===== config.mk =====
export PLATFORM = sky130hd
export DESIGN_NAME = sadc_control
export DESIGN_NICKNAME = d
export VERILOG_FILES = /design/src/common/sadc_pkg.sv /design/src/hw/sadc_control.sv
export SDC_FILE = /design/constraint.sdc
export NUM_CORES = 1
export LEC_CHECK = 0
export BUFFER_PORTS_ARGS = -buffer_cell sky130_fd_sc_hd__buf_2
export CAP_MARGIN = 20
export CORE_UTILIZATION = 35
export CTS_CLUSTER_DIAMETER = 60
export DETAILED_ROUTE_END_ITERATION = 8
export PLACE_DENSITY = 0.66
export SYNTH_ARGS = -nofsm -noshare
export SYNTH_HDL_FRONTEND = slang
export SYNTH_SLANG_ARGS = --single-unit

===== constraint.sdc =====
create_clock -name mclk -period 2.58 [get_ports mclk]
set_input_delay 0.516 -clock mclk [delete_from_list [all_inputs] [get_ports mclk]]
set_output_delay 0.516 -clock mclk [all_outputs]
set_load 0.01 [all_outputs]

===== src/common/sadc_pkg.sv =====
// Shared constants and types for the converter control block.
package sadc_pkg;

    // ==========================================================================
    // Register map: printed indices, byte address is four times the index.
    // ==========================================================================
    localparam int          ADDR_W         = 12;
    localparam logic [7:0]  IDX_MODE       = 8'hb1;
    localparam logic [7:0]  IDX_RES_HIGH   = 8'hb2;
    localparam logic [7:0]  IDX_RES_LOW    = 8'hb3;
    localparam logic [7:0]  IDX_IRQ_STATUS = 8'hb4;
    localparam logic [7:0]  IDX_IRQ_MASK   = 8'hb5;

    // ==========================================================================
    // Field positions.
    // ==========================================================================
    localparam int          MODE_ENABLE_BIT = 7;
    localparam int          MODE_START_BIT  = 6;
    localparam int          MODE_EOC_BIT    = 5;
    localparam int          MODE_GLOBAL_BIT = 4;
    localparam int          LOW_CLK1_BIT    = 6;
    localparam int          LOW_RES_BIT     = 5;
    localparam int          LOW_CLK0_BIT    = 4;
    localparam int          IRQ_DONE_BIT    = 0;
    localparam logic [3:0]  MAX_CHANNEL     = 4'hb;
    localparam logic [7:0]  IRQ_VECTOR      = 8'h08;

    // ==========================================================================
    // Converter clock division, stored as divide ratio minus one.
    // ==========================================================================
    localparam logic [1:0]  DIV_CODE_16  = 2'h0;
    localparam logic [1:0]  DIV_CODE_8   = 2'h1;
    localparam logic [1:0]  DIV_CODE_1   = 2'h2;
    localparam logic [1:0]  DIV_CODE_2   = 2'h3;
    localparam logic [4:0]  DIV_LAST_16  = 5'h0f;
    localparam logic [4:0]  DIV_LAST_8   = 5'h07;
    localparam logic [4:0]  DIV_LAST_1   = 5'h00;
    localparam logic [4:0]  DIV_LAST_2   = 5'h01;

    // ==========================================================================
    // Conversion length in converter clock ticks.
    // ==========================================================================
    localparam int          CLK_PER_PERIOD = 4;
    localparam int          PERIODS_12     = 16;
    localparam int          PERIODS_8      = 12;
    localparam logic [5:0]  TICK_LAST_12   = 6'(PERIODS_12 * CLK_PER_PERIOD - 1);
    localparam logic [5:0]  TICK_LAST_8    = 6'(PERIODS_8 * CLK_PER_PERIOD - 1);

    // ==========================================================================
    // Bus answers.
    // ==========================================================================
    localparam logic [1:0]  RESP_OKAY   = 2'h0;
    localparam logic [1:0]  RESP_SLVERR = 2'h2;

    typedef enum logic [1:0] {
        SADC_IDLE = 2'b00,
        SADC_CONV = 2'b01
    } sadc_fsm_t;

    typedef enum logic [2:0] {
        SADC_REG_MODE   = 3'b000,
        SADC_REG_HIGH   = 3'b001,
        SADC_REG_LOW    = 3'b010,
        SADC_REG_STATUS = 3'b011,
        SADC_REG_MASK   = 3'b100,
        SADC_REG_NONE   = 3'b101
    } sadc_reg_t;

    typedef struct packed {
        logic              enable;
        logic              start;
        logic              eoc;
        logic              globalEn;
        logic [3:0]        inputSel;
        logic [1:0]        clkDiv;
        logic              res12;
        logic [7:0]        resHigh;
        logic [3:0]        resLow;
        logic              irqFlag;
        logic              irqEnable;
        sadc_fsm_t         fsm;
        logic [4:0]        divCnt;
        logic [5:0]        tickCnt;
        logic [4:0]        divLast;
        logic [5:0]        tickLast;
        logic              convRes12;
        logic              tickOut;
        logic [11:0]       sync1;
        logic [11:0]       sync2;
        logic              awHeld;
        logic [ADDR_W-1:0] awAddr;
        logic              wHeld;
        logic [7:0]        wData;
        logic              wStrb0;
        logic              bvalid;
        logic [1:0]        bresp;
        logic              rvalid;
        logic [31:0]       rdata;
        logic [1:0]        rresp;
    } sadc_state_t;

    localparam sadc_state_t STATE_RESET = '0;

endpackage : sadc_pkg


===== src/hw/sadc_control.sv =====
// Converter control block: register slave, conversion timing and interrupt.
//
// Local design decision: the AXI4-Lite register port.
`timescale 1ns/1ps

module sadc_control (
    input  wire logic        mclk,
    input  wire logic        rst_n,
    input  wire logic [11:0] s_axi_awaddr,
    input  wire logic        s_axi_awvalid,
    output logic             s_axi_awready,
    input  wire logic [31:0] s_axi_wdata,
    input  wire logic [3:0]  s_axi_wstrb,
    input  wire logic        s_axi_wvalid,
    output logic             s_axi_wready,
    output logic [1:0]       s_axi_bresp,
    output logic             s_axi_bvalid,
    input  wire logic        s_axi_bready,
    input  wire logic [11:0] s_axi_araddr,
    input  wire logic        s_axi_arvalid,
    output logic             s_axi_arready,
    output logic [31:0]      s_axi_rdata,
    output logic [1:0]       s_axi_rresp,
    output logic             s_axi_rvalid,
    input  wire logic        s_axi_rready,
    input  wire logic [11:0] coreResult,
    output logic             converterPower,
    output logic [3:0]       channelSelect,
    output logic             channelConnect,
    output logic             resolution12,
    output logic             convClockTick,
    output logic             convBusy,
    output logic             irq,
    output logic [7:0]       irqVector
);

    // ==========================================================================
    // Decoding shared by the read and the write path.
    // ==========================================================================
    function automatic sadc_pkg::sadc_reg_t decodeReg(input logic [11:0] addr);
        sadc_pkg::sadc_reg_t r;
        r = sadc_pkg::SADC_REG_NONE;
        if (addr[1:0] == 2'h0) begin
            if (addr[11:2] == {2'h0, sadc_pkg::IDX_MODE}) begin
                r = sadc_pkg::SADC_REG_MODE;
            end else if (addr[11:2] == {2'h0, sadc_pkg::IDX_RES_HIGH}) begin
                r = sadc_pkg::SADC_REG_HIGH;
            end else if (addr[11:2] == {2'h0, sadc_pkg::IDX_RES_LOW}) begin
                r = sadc_pkg::SADC_REG_LOW;
            end else if (addr[11:2] == {2'h0, sadc_pkg::IDX_IRQ_STATUS}) begin
                r = sadc_pkg::SADC_REG_STATUS;
            end else if (addr[11:2] == {2'h0, sadc_pkg::IDX_IRQ_MASK}) begin
                r = sadc_pkg::SADC_REG_MASK;
            end
        end
        return r;
    endfunction : decodeReg

    // Converter clock code to divide ratio minus one.
    function automatic logic [4:0] divLastOf(input logic [1:0] code);
        logic [4:0] v;
        v = sadc_pkg::DIV_LAST_16;
        unique case (code)
            sadc_pkg::DIV_CODE_16: v = sadc_pkg::DIV_LAST_16;
            sadc_pkg::DIV_CODE_8:  v = sadc_pkg::DIV_LAST_8;
            sadc_pkg::DIV_CODE_1:  v = sadc_pkg::DIV_LAST_1;
            sadc_pkg::DIV_CODE_2:  v = sadc_pkg::DIV_LAST_2;
        endcase
        return v;
    endfunction : divLastOf

    // ==========================================================================
    // State of the whole block.
    // ==========================================================================
    // Every flop but the check counter busyCycles sits in one packed struct, so one process computes all next
    // values and one synchronous reset clears them together.
    // Results are cleared too, yet software must treat them as meaningless
    // until the first run has ended.
    sadc_pkg::sadc_state_t st;
    sadc_pkg::sadc_state_t next_st;

    logic                  awFire;
    logic                  wFire;
    logic                  wrEn;
    sadc_pkg::sadc_reg_t   wrReg;
    logic [7:0]            wrData;
    logic                  wrStrb0;
    logic                  wrLow;
    logic                  irqClear;
    logic                  tick;
    logic                  done;
    sadc_pkg::sadc_reg_t   rdReg;
    logic [7:0]            rdByte;

    // ==========================================================================
    // Bus handshakes; address and data are taken in either order.
    // ==========================================================================
    assign s_axi_awready = !st.awHeld && !st.bvalid;
    assign s_axi_wready  = !st.wHeld && !st.bvalid;
    assign s_axi_arready = !st.rvalid;
    assign awFire        = s_axi_awvalid && s_axi_awready;
    assign wFire         = s_axi_wvalid && s_axi_wready;
    assign wrEn          = (st.awHeld || awFire) && (st.wHeld || wFire) && !st.bvalid;
    assign wrReg         = decodeReg(st.awHeld ? st.awAddr : s_axi_awaddr);
    assign wrData        = st.wHeld ? st.wData : s_axi_wdata[7:0];
    assign wrStrb0       = st.wHeld ? st.wStrb0 : s_axi_wstrb[0];
    assign wrLow         = wrEn && wrStrb0;
    assign irqClear      = wrLow && (wrReg == sadc_pkg::SADC_REG_STATUS) && wrData[sadc_pkg::IRQ_DONE_BIT];
    assign rdReg         = decodeReg(s_axi_araddr);

    // Conversion timing: one tick per divided converter clock.
    assign tick = (st.fsm == sadc_pkg::SADC_CONV) && (st.divCnt == st.divLast);
    assign done = tick && (st.tickCnt == st.tickLast);

    // Read data of the addressed register; unused bits read as zero.
    always_comb begin
        rdByte = 8'h00;
        unique case (rdReg)
            sadc_pkg::SADC_REG_MODE:   rdByte = {st.enable, st.start, st.eoc, st.globalEn, st.inputSel};
            sadc_pkg::SADC_REG_HIGH:   rdByte = st.resHigh;
            sadc_pkg::SADC_REG_LOW:    rdByte = {1'b0, st.clkDiv[1], st.res12, st.clkDiv[0], st.resLow};
            sadc_pkg::SADC_REG_STATUS: rdByte = {7'h00, st.irqFlag};
            sadc_pkg::SADC_REG_MASK:   rdByte = {7'h00, st.irqEnable};
            sadc_pkg::SADC_REG_NONE:   rdByte = 8'h00;
        endcase
    end

    // ==========================================================================
    // Next state of the whole block.
    // ==========================================================================
    always_comb begin
        next_st = st;

        // Result crosses from the analog core through two flops.
        // The word is not gray coded: the core must hold it steady for a
        // few cycles before the run ends, which it does once settled.
        next_st.sync1   = coreResult;
        next_st.sync2   = st.sync1;
        next_st.tickOut = tick;

        // Write channel bookkeeping.
        // A beat taken alone is parked until its partner arrives; both
        // channels close while a response waits, so no write is lost.
        if (awFire && !wrEn) begin
            next_st.awHeld = 1'b1;
            next_st.awAddr = s_axi_awaddr;
        end
        if (wFire && !wrEn) begin
            next_st.wHeld  = 1'b1;
            next_st.wData  = s_axi_wdata[7:0];
            next_st.wStrb0 = s_axi_wstrb[0];
        end
        if (wrEn) begin
            next_st.awHeld = 1'b0;
            next_st.wHeld  = 1'b0;
            next_st.bvalid = 1'b1;
            next_st.bresp  = (wrReg == sadc_pkg::SADC_REG_NONE) ? sadc_pkg::RESP_SLVERR : sadc_pkg::RESP_OKAY;
        end else if (st.bvalid && s_axi_bready) begin
            next_st.bvalid = 1'b0;
        end

        // Read channel: data is registered one cycle after the address.
        // Reads have no side effects, so reading status never clears it.
        if (s_axi_arvalid && s_axi_arready) begin
            next_st.rvalid = 1'b1;
            next_st.rdata  = {24'h000000, rdByte};
            next_st.rresp  = (rdReg == sadc_pkg::SADC_REG_NONE) ? sadc_pkg::RESP_SLVERR : sadc_pkg::RESP_OKAY;
        end else if (st.rvalid && s_axi_rready) begin
            next_st.rvalid = 1'b0;
        end

        // Conversion engine. The divider wraps once per converter tick and
        // the run ends on the last tick, so its length is exactly the
        // ratio times the tick count.
        if (st.fsm == sadc_pkg::SADC_CONV) begin
            next_st.divCnt = tick ? 5'h00 : st.divCnt + 5'h01;
            if (tick) begin
                next_st.tickCnt = st.tickCnt + 6'h01;
            end
            if (done) begin
                next_st.fsm     = sadc_pkg::SADC_IDLE;
                next_st.start   = 1'b0;
                next_st.eoc     = 1'b1;
                next_st.resHigh = st.sync2[11:4];
                if (st.convRes12) begin
                    next_st.resLow = st.sync2[3:0];
                end
            end
        end

        // Mode register: enable, start request, channel selection.
        // Channel and enable act at once, even in the middle of a run.
        if (wrLow && wrReg == sadc_pkg::SADC_REG_MODE) begin
            next_st.enable   = wrData[sadc_pkg::MODE_ENABLE_BIT];
            next_st.globalEn = wrData[sadc_pkg::MODE_GLOBAL_BIT];
            next_st.inputSel = wrData[3:0];
            if (!wrData[sadc_pkg::MODE_ENABLE_BIT]) begin
                // Disabling aborts; start and end flags keep their value.
                next_st.fsm = sadc_pkg::SADC_IDLE;
            end else if (wrData[sadc_pkg::MODE_START_BIT]) begin
                next_st.start = 1'b1;
                // A repeated start while busy does not restart the count.
                if (st.fsm == sadc_pkg::SADC_IDLE || done) begin
                    next_st.fsm       = sadc_pkg::SADC_CONV;
                    next_st.eoc       = 1'b0;
                    next_st.divCnt    = 5'h00;
                    next_st.tickCnt   = 6'h00;
                    // Settings are latched here, so late changes cannot upset a run.
                    next_st.divLast   = divLastOf(st.clkDiv);
                    next_st.tickLast  = st.res12 ? sadc_pkg::TICK_LAST_12 : sadc_pkg::TICK_LAST_8;
                    next_st.convRes12 = st.res12;
                end
            end else begin
                next_st.start = 1'b0;
                next_st.fsm   = sadc_pkg::SADC_IDLE;
            end
        end

        // Config part of the low-data register; the result nibble stays read-only.
        if (wrLow && wrReg == sadc_pkg::SADC_REG_LOW) begin
            next_st.clkDiv = {wrData[sadc_pkg::LOW_CLK1_BIT], wrData[sadc_pkg::LOW_CLK0_BIT]};
            next_st.res12  = wrData[sadc_pkg::LOW_RES_BIT];
        end

        if (wrLow && wrReg == sadc_pkg::SADC_REG_MASK) begin
            next_st.irqEnable = wrData[sadc_pkg::IRQ_DONE_BIT];
        end

        // Sticky flag: a completion in the clearing cycle wins.
        // Losing it would leave software waiting for an interrupt.
        next_st.irqFlag = (st.irqFlag && !irqClear) || done;
    end

    // State register.
    always_ff @(posedge mclk) begin
        if (!rst_n) begin
            st <= sadc_pkg::STATE_RESET;
        end else begin
            st <= next_st;
        end
    end

    // ==========================================================================
    // Outputs toward the bus, the analog core and the CPU.
    // ==========================================================================
    // Each output is a flop, a plain gate of flops or a constant, so none of
    // them follows a bus input combinationally.
    assign s_axi_bvalid   = st.bvalid;
    assign s_axi_bresp    = st.bresp;
    assign s_axi_rvalid   = st.rvalid;
    assign s_axi_rdata    = st.rdata;
    assign s_axi_rresp    = st.rresp;
    assign converterPower = st.enable;
    assign channelSelect  = st.inputSel;
    // Reserved codes leave every input disconnected.
    assign channelConnect = st.enable && st.globalEn && (st.inputSel <= sadc_pkg::MAX_CHANNEL);
    assign resolution12   = st.convRes12;
    assign convClockTick  = st.tickOut;
    assign convBusy       = (st.fsm == sadc_pkg::SADC_CONV);
    assign irq            = st.irqFlag && st.irqEnable;
    assign irqVector      = sadc_pkg::IRQ_VECTOR;

    // ==========================================================================
    // Checks.
    // ==========================================================================
    logic [10:0] busyCycles;

    // Counts cycles spent converting, for the duration check.
    // It only feeds assertions and covers the slowest run.
    always_ff @(posedge mclk) begin
        if (!rst_n || !convBusy) begin
            busyCycles <= 11'h000;
        end else begin
            busyCycles <= busyCycles + 11'h001;
        end
    end
endmodule : sadc_control


Yosys cells after proc, flatten, opt, wreduce, memory -nomap -nowiden --
Cells that the tools add are included.
Storage, ports and cells: bits in registers 112, input port bits 79, output and inout port bits 59, logic and storage cells 145
Operators by class: add/sub/neg operators 2, $lt $le $gt $ge 1, equal/unequal tests 25, multiplexer cells 41, bitwise operators 1, reduce and logical (&&, ||, !) cells 45
Operators by type and width (number):
- 10-bit by 8-bit == test with 1-bit output, second input constant | 10
- 25-bit two-way mux | 2
- 8-bit one-hot mux with 6 select lines | 1
- 23-bit two-way mux | 2
- 3-bit two-way mux | 10
- 1-bit logical AND | 23
- 5-bit one-hot mux with 4 select lines | 1
- 2-bit two-way mux | 8
- 13-bit two-way mux | 1
- 3-bit by 2-bit == test with 1-bit output, second input constant | 4
- 3-bit == test, second input constant | 4
- 12-bit two-way mux | 1
- 1-bit two-way mux | 10
- 5-bit two-way mux | 2
- 2-bit zero test | 4
- 8-bit two-way mux | 1
- 7-bit two-way mux | 1
- 6-bit by 1-bit adder with 6-bit output, second input constant | 1
- 6-bit == test | 1
- 1-bit zero test | 6
- 3-bit zero test | 2
- 6-bit two-way mux | 1
- 5-bit by 1-bit adder with 5-bit output, second input constant | 1
- 5-bit == test | 1
- other kinds (11) | 17

Longest topological paths before layout --
depth in word-level cells 14, gate-level depth with buffers 7, gate-level depth less buffers 6

Least setup slack after synthesis --
Ideal clock, no wire load.
path type input-to-reg, start point input s_axi_awaddr[0], end point register st[111] in the netlist's numbering, setup time 0.116 ns, arrival time 2.231 ns, required time 2.464 ns, path slack 0.233 ns, stages 5, path buffers 0, cell sequence or3_1 a2111o_4 nor4b_4 or4b_1 o211a_1
On the way: longest elaborated chain between the ends 5
Ends and longest elaborated chain:
- from (decl) | RTL line sadc_control.sv:9 | input wire logic [11:0] s_axi_awaddr,
- 12-bit two-way mux | RTL line sadc_control.sv:104 | assign wrReg = decodeReg(st.awHeld ? st.awAddr : s_axi_awaddr);
- 2-bit zero test | RTL line sadc_control.sv:43 | if (addr[1:0] == 2'h0) begin
- 3-bit two-way mux | RTL line sadc_control.sv:43
- 3-bit == test | RTL line sadc_control.sv:225 | if (wrLow && wrReg == sadc_pkg::SADC_REG_MASK) begin
- 1-bit logical AND | RTL line sadc_control.sv:225
- to (signal assigned) | RTL line sadc_control.sv:237 | st <= sadc_pkg::STATE_RESET;
- to (signal assigned) | RTL line sadc_control.sv:239 | st <= next_st;
- to (decl) | RTL line sadc_control.sv:79 | sadc_pkg::sadc_state_t st;
No other way between the ends. A chain may end at the register's enable or synchronous reset.

Worst setup path in the final report --
start point register st[60] in the netlist's numbering, end point register st[111] in the netlist's numbering
On the way: longest elaborated chain between the ends 10, elaborated cells on any way between the ends 22
Ends and longest elaborated chain:
- 12-bit two-way mux | RTL line sadc_control.sv:104
- 10-bit by 8-bit == test with 1-bit output | RTL line sadc_control.sv:52 | end else if (addr[11:2] == {2'h0, sadc_pkg::IDX_IRQ_MASK}) begin
- 1-bit two-way mux | RTL line sadc_control.sv:52
- 3-bit two-way mux | RTL line sadc_control.sv:50 | end else if (addr[11:2] == {2'h0, sadc_pkg::IDX_IRQ_STATUS}) begin
- 3-bit two-way mux | RTL line sadc_control.sv:48 | end else if (addr[11:2] == {2'h0, sadc_pkg::IDX_RES_LOW}) begin
- 3-bit two-way mux | RTL line sadc_control.sv:46 | end else if (addr[11:2] == {2'h0, sadc_pkg::IDX_RES_HIGH}) begin
- 3-bit two-way mux | RTL line sadc_control.sv:44 | if (addr[11:2] == {2'h0, sadc_pkg::IDX_MODE}) begin
- 3-bit two-way mux | RTL line sadc_control.sv:43
- 3-bit == test | RTL line sadc_control.sv:225
- 1-bit logical AND (*) | RTL line sadc_control.sv:225
Every way passes the cells marked *; elsewhere a longest branch is shown, timed or not.

==> run summary <==
status: finished, final reports clean
most frequent cell after synthesis: dfxtp_1
Starting Density: 0.364
CP max-delay cell: nor4b_1
Worst EP required: 2840 ps
Clock Latency Late Sink: 360 ps
Worst slew margin: 0.454
Critical Path Fanout Max: 19
post-CTS setup buffers: 0
synth unique cells: 64
1st-iter DRT viols: 122
Hold Path Depth: 2
vias in the first global route: 3,456
Ys Warns: 0
Synth Flop Type: dfxtp_1
Global Route Usage Sum: 0.150
DIE AREA: 14,400 sq um
Hold WC Path Type: in -> reg
Post-synth ARST share: 0
crit end category: register
Layout Nets: 667
core area: 13,400 sq um
global-route wire length before repair: 16.8 mm
Yosys top cell area share: 0.423
portion of netlist area occupied by mux cells: 0.100
worst ir drop on vdd: 0.000367 V
Synth area leaders: dfxtp_1 (42%), mux2i_1 (8.6%), buf_4 (7.4%), nor2_1 (6.2%), and2_1 (3.3%)
H-tree levels: 3
Buf/Inv on CP: 1
commonest cells in the netlist: dfxtp_1 (103), nor2_1 (80), buf_4 (48), mux2i_1 (42), and2_1 (26)
Crit Path Category: reg -> reg
Post-CTS Hold Buffers: 0
Synth Register Bits: 103
Seq/Total Area, Yosys: 0.423
Synth Cell Area: 4870 sq um
synthesis-to-layout area growth: 13.7%
Post-CTS Resized: 0
drc violations: 0
fin crit share: 0.922
drt via density: 4.89
Fmax: 420 MHz
CP delay by family, top: simple AND/OR/NAND/NOR gates
Hold Path Origin: s_axi_rready
total number of vias: 3,749
Synth area leader: dfxtp_1
max cap viols: 0
Port Buffers: 76
FF-to-FF Start: st[60]
worst hold margin: 346 ps
R2R setup slack: 200 ps
# rows: 42
Post-synth EDFFs: 0
XOR/XNOR share of the synthesized area: 0.0144
Slew Limit Fails: 0
DIE HEIGHT: 120 microns
n_diodes: 0
actual slew at the worst max-slew pin: 816 ps
Clock Tree Root: clkbuf_16
Fin Setup TNS: 0 ps
CTS Sinks: 103
share of cells above drive strength 1: 0.218
Layout Utilization: 0.413
clk buf depth: 2
drt first pass iters: 4
IO Pins: 138
Hold Path Sink: s_axi_rvalid
cts bufs inserted: 9
Slowest Stage Delay on Critical Path: 480 ps
reg2reg path depth: 6
GR Overflow Total: 0
ANT nets after route: 0
die width: 120 microns
largest family of logic cells by synthesized area: simple AND/OR/NAND/NOR gates
clock skew: 15.4 ps
CTS tree: built
leak pwr: 0.00240 uW
Power Density: 607 nW/um^2
syn_area_per_cell: 9.25 sq um
Routed Wire Length: 10.4 mm
CP arrival: 2640 ps
Worst R2R End: st[111]
min cycle time layout: 2380 ps
Fin. Hold Viols: 0
Post-DP HPWL: 7.68 mm
startpoint types: register
GP Congestion: 0.801
initial antenna violation count: 0
Synth Area in Adders: 0.00514
Mapped Cells: 527
crit-path cells: buf_4 -> nor4b_1 -> nor2_1 -> nor4b_4 -> or4b_1 -> o211a_1
Simple-Gate Fraction of Synth Area: 0.228
Clock transition at path regs: 80 ps
largest net degree at the start of global routing: 41
Wirelength per Cell: 13.5 microns
Finish-stage setup viols: 0
RSZ-0062 raised after global routing: no
Compound-Gate Fraction of Synth Area: 0.122
## per-layer routing
layer,vias to the layer above,part of all wire,GRT usage
met4,0,0.019,0.0586
met3,17,0.046,0.0433
met5,-,0,0
li1,1887,-,-
met2,96,0.47,0.245
met1,1749,0.47,0.184
## worst max path at each step
stage                     from  endpoint  slack [ps]  cells after the start
4_1_cts                 st[60]   st[111]         220                      6
2_1_floorplan  s_axi_awaddr[0]   st[111]         230                      5
3_5_place_dp   s_axi_awaddr[0]   st[101]          20                      7
5_1_grt                 st[60]    st[95]          20                      7
6_report                st[60]   st[111]         200                      6
3_3_place_gp   s_axi_awaddr[0]   st[133]          50                      7
## cells by family after synthesis
| kind of cell | after synthesis |
|---|---|
| AND/OR/NAND/NOR | 202 |
| flip-flops | 103 |
| buffers and inverters | 83 |
| AO/OA/AOI/OAI | 79 |
| multiplexers | 48 |
| XOR/XNOR | 8 |
| adder cells (fa/ha/maj) | 2 |
| other | 2 |
## through the flow
| stage | power, uW | std cells | area (sq um) | setup WS [ps] |
|---|---|---|---|---|
| after detailed placement | 2030 | 751 | 5230 | 22.8 |
| after global routing | 3520 | 767 | 5540 | 17.1 |
| after CTS | 3420 | 767 | 5540 | 216 |
| final | 3360 | 767 | 5540 | 200 |
| after global placement | 2020 | 751 | 5230 | 54.9 |
| after floorplan | 1960 | 559 | 4990 | 233 |
## power breakdown
part | internal [uW] | leakage, uW | switching, uW | total [uW]
sequential | 1640 | 0.000839 | 25.1 | 1660
clock | 692 | 0.000150 | 677 | 1370
combinational | 133 | 0.00141 | 197 | 330
## state kept, by name (all words and copies together), names as in the netlist
name            flops
st                 73
next_st            12
channelSelect       4
convClockTick       1
s_axi_bresp         1
s_axi_rvalid        1
s_axi_rdata         8
s_axi_rresp         1
converterPower      1
s_axi_bvalid        1
## cell usage in the layout, fill, tap and decap left out, types with 3 or more instances in the layout
cell type / count
dfxtp_1: 103
nor2_1: 80
buf_2: 76
mux2i_1: 42
conb_1: 34
and2_1: 26
a21oi_1: 19
nor3_1: 17
nand2_1: 14
buf_4: 11
inv_1: 10
a211oi_1: 9
clkbuf_16: 9
o21ai_0: 8
nor2b_1: 7
o21a_1: 7
nor4_1: 7
and3_1: 7
xnor2_1: 7
mux2_2: 6
nand2b_1: 5
nand3_1: 5
nor3b_1: 5
nand4_1: 5
nor4bb_1: 4
a211oi_2: 4
a21boi_0: 4
a31oi_1: 3
## final cells by class
type                       instances  area (sq um)
inverter                          11          41.3
fill                            1319          7860
timing repair buffer              88           483
clock inverter                     7          81.3
sequential                       103          2060
clock buffer                       9           225
tap                              176           220
multi-input combinational        373          2430
(Power assumes the default switching activity.)
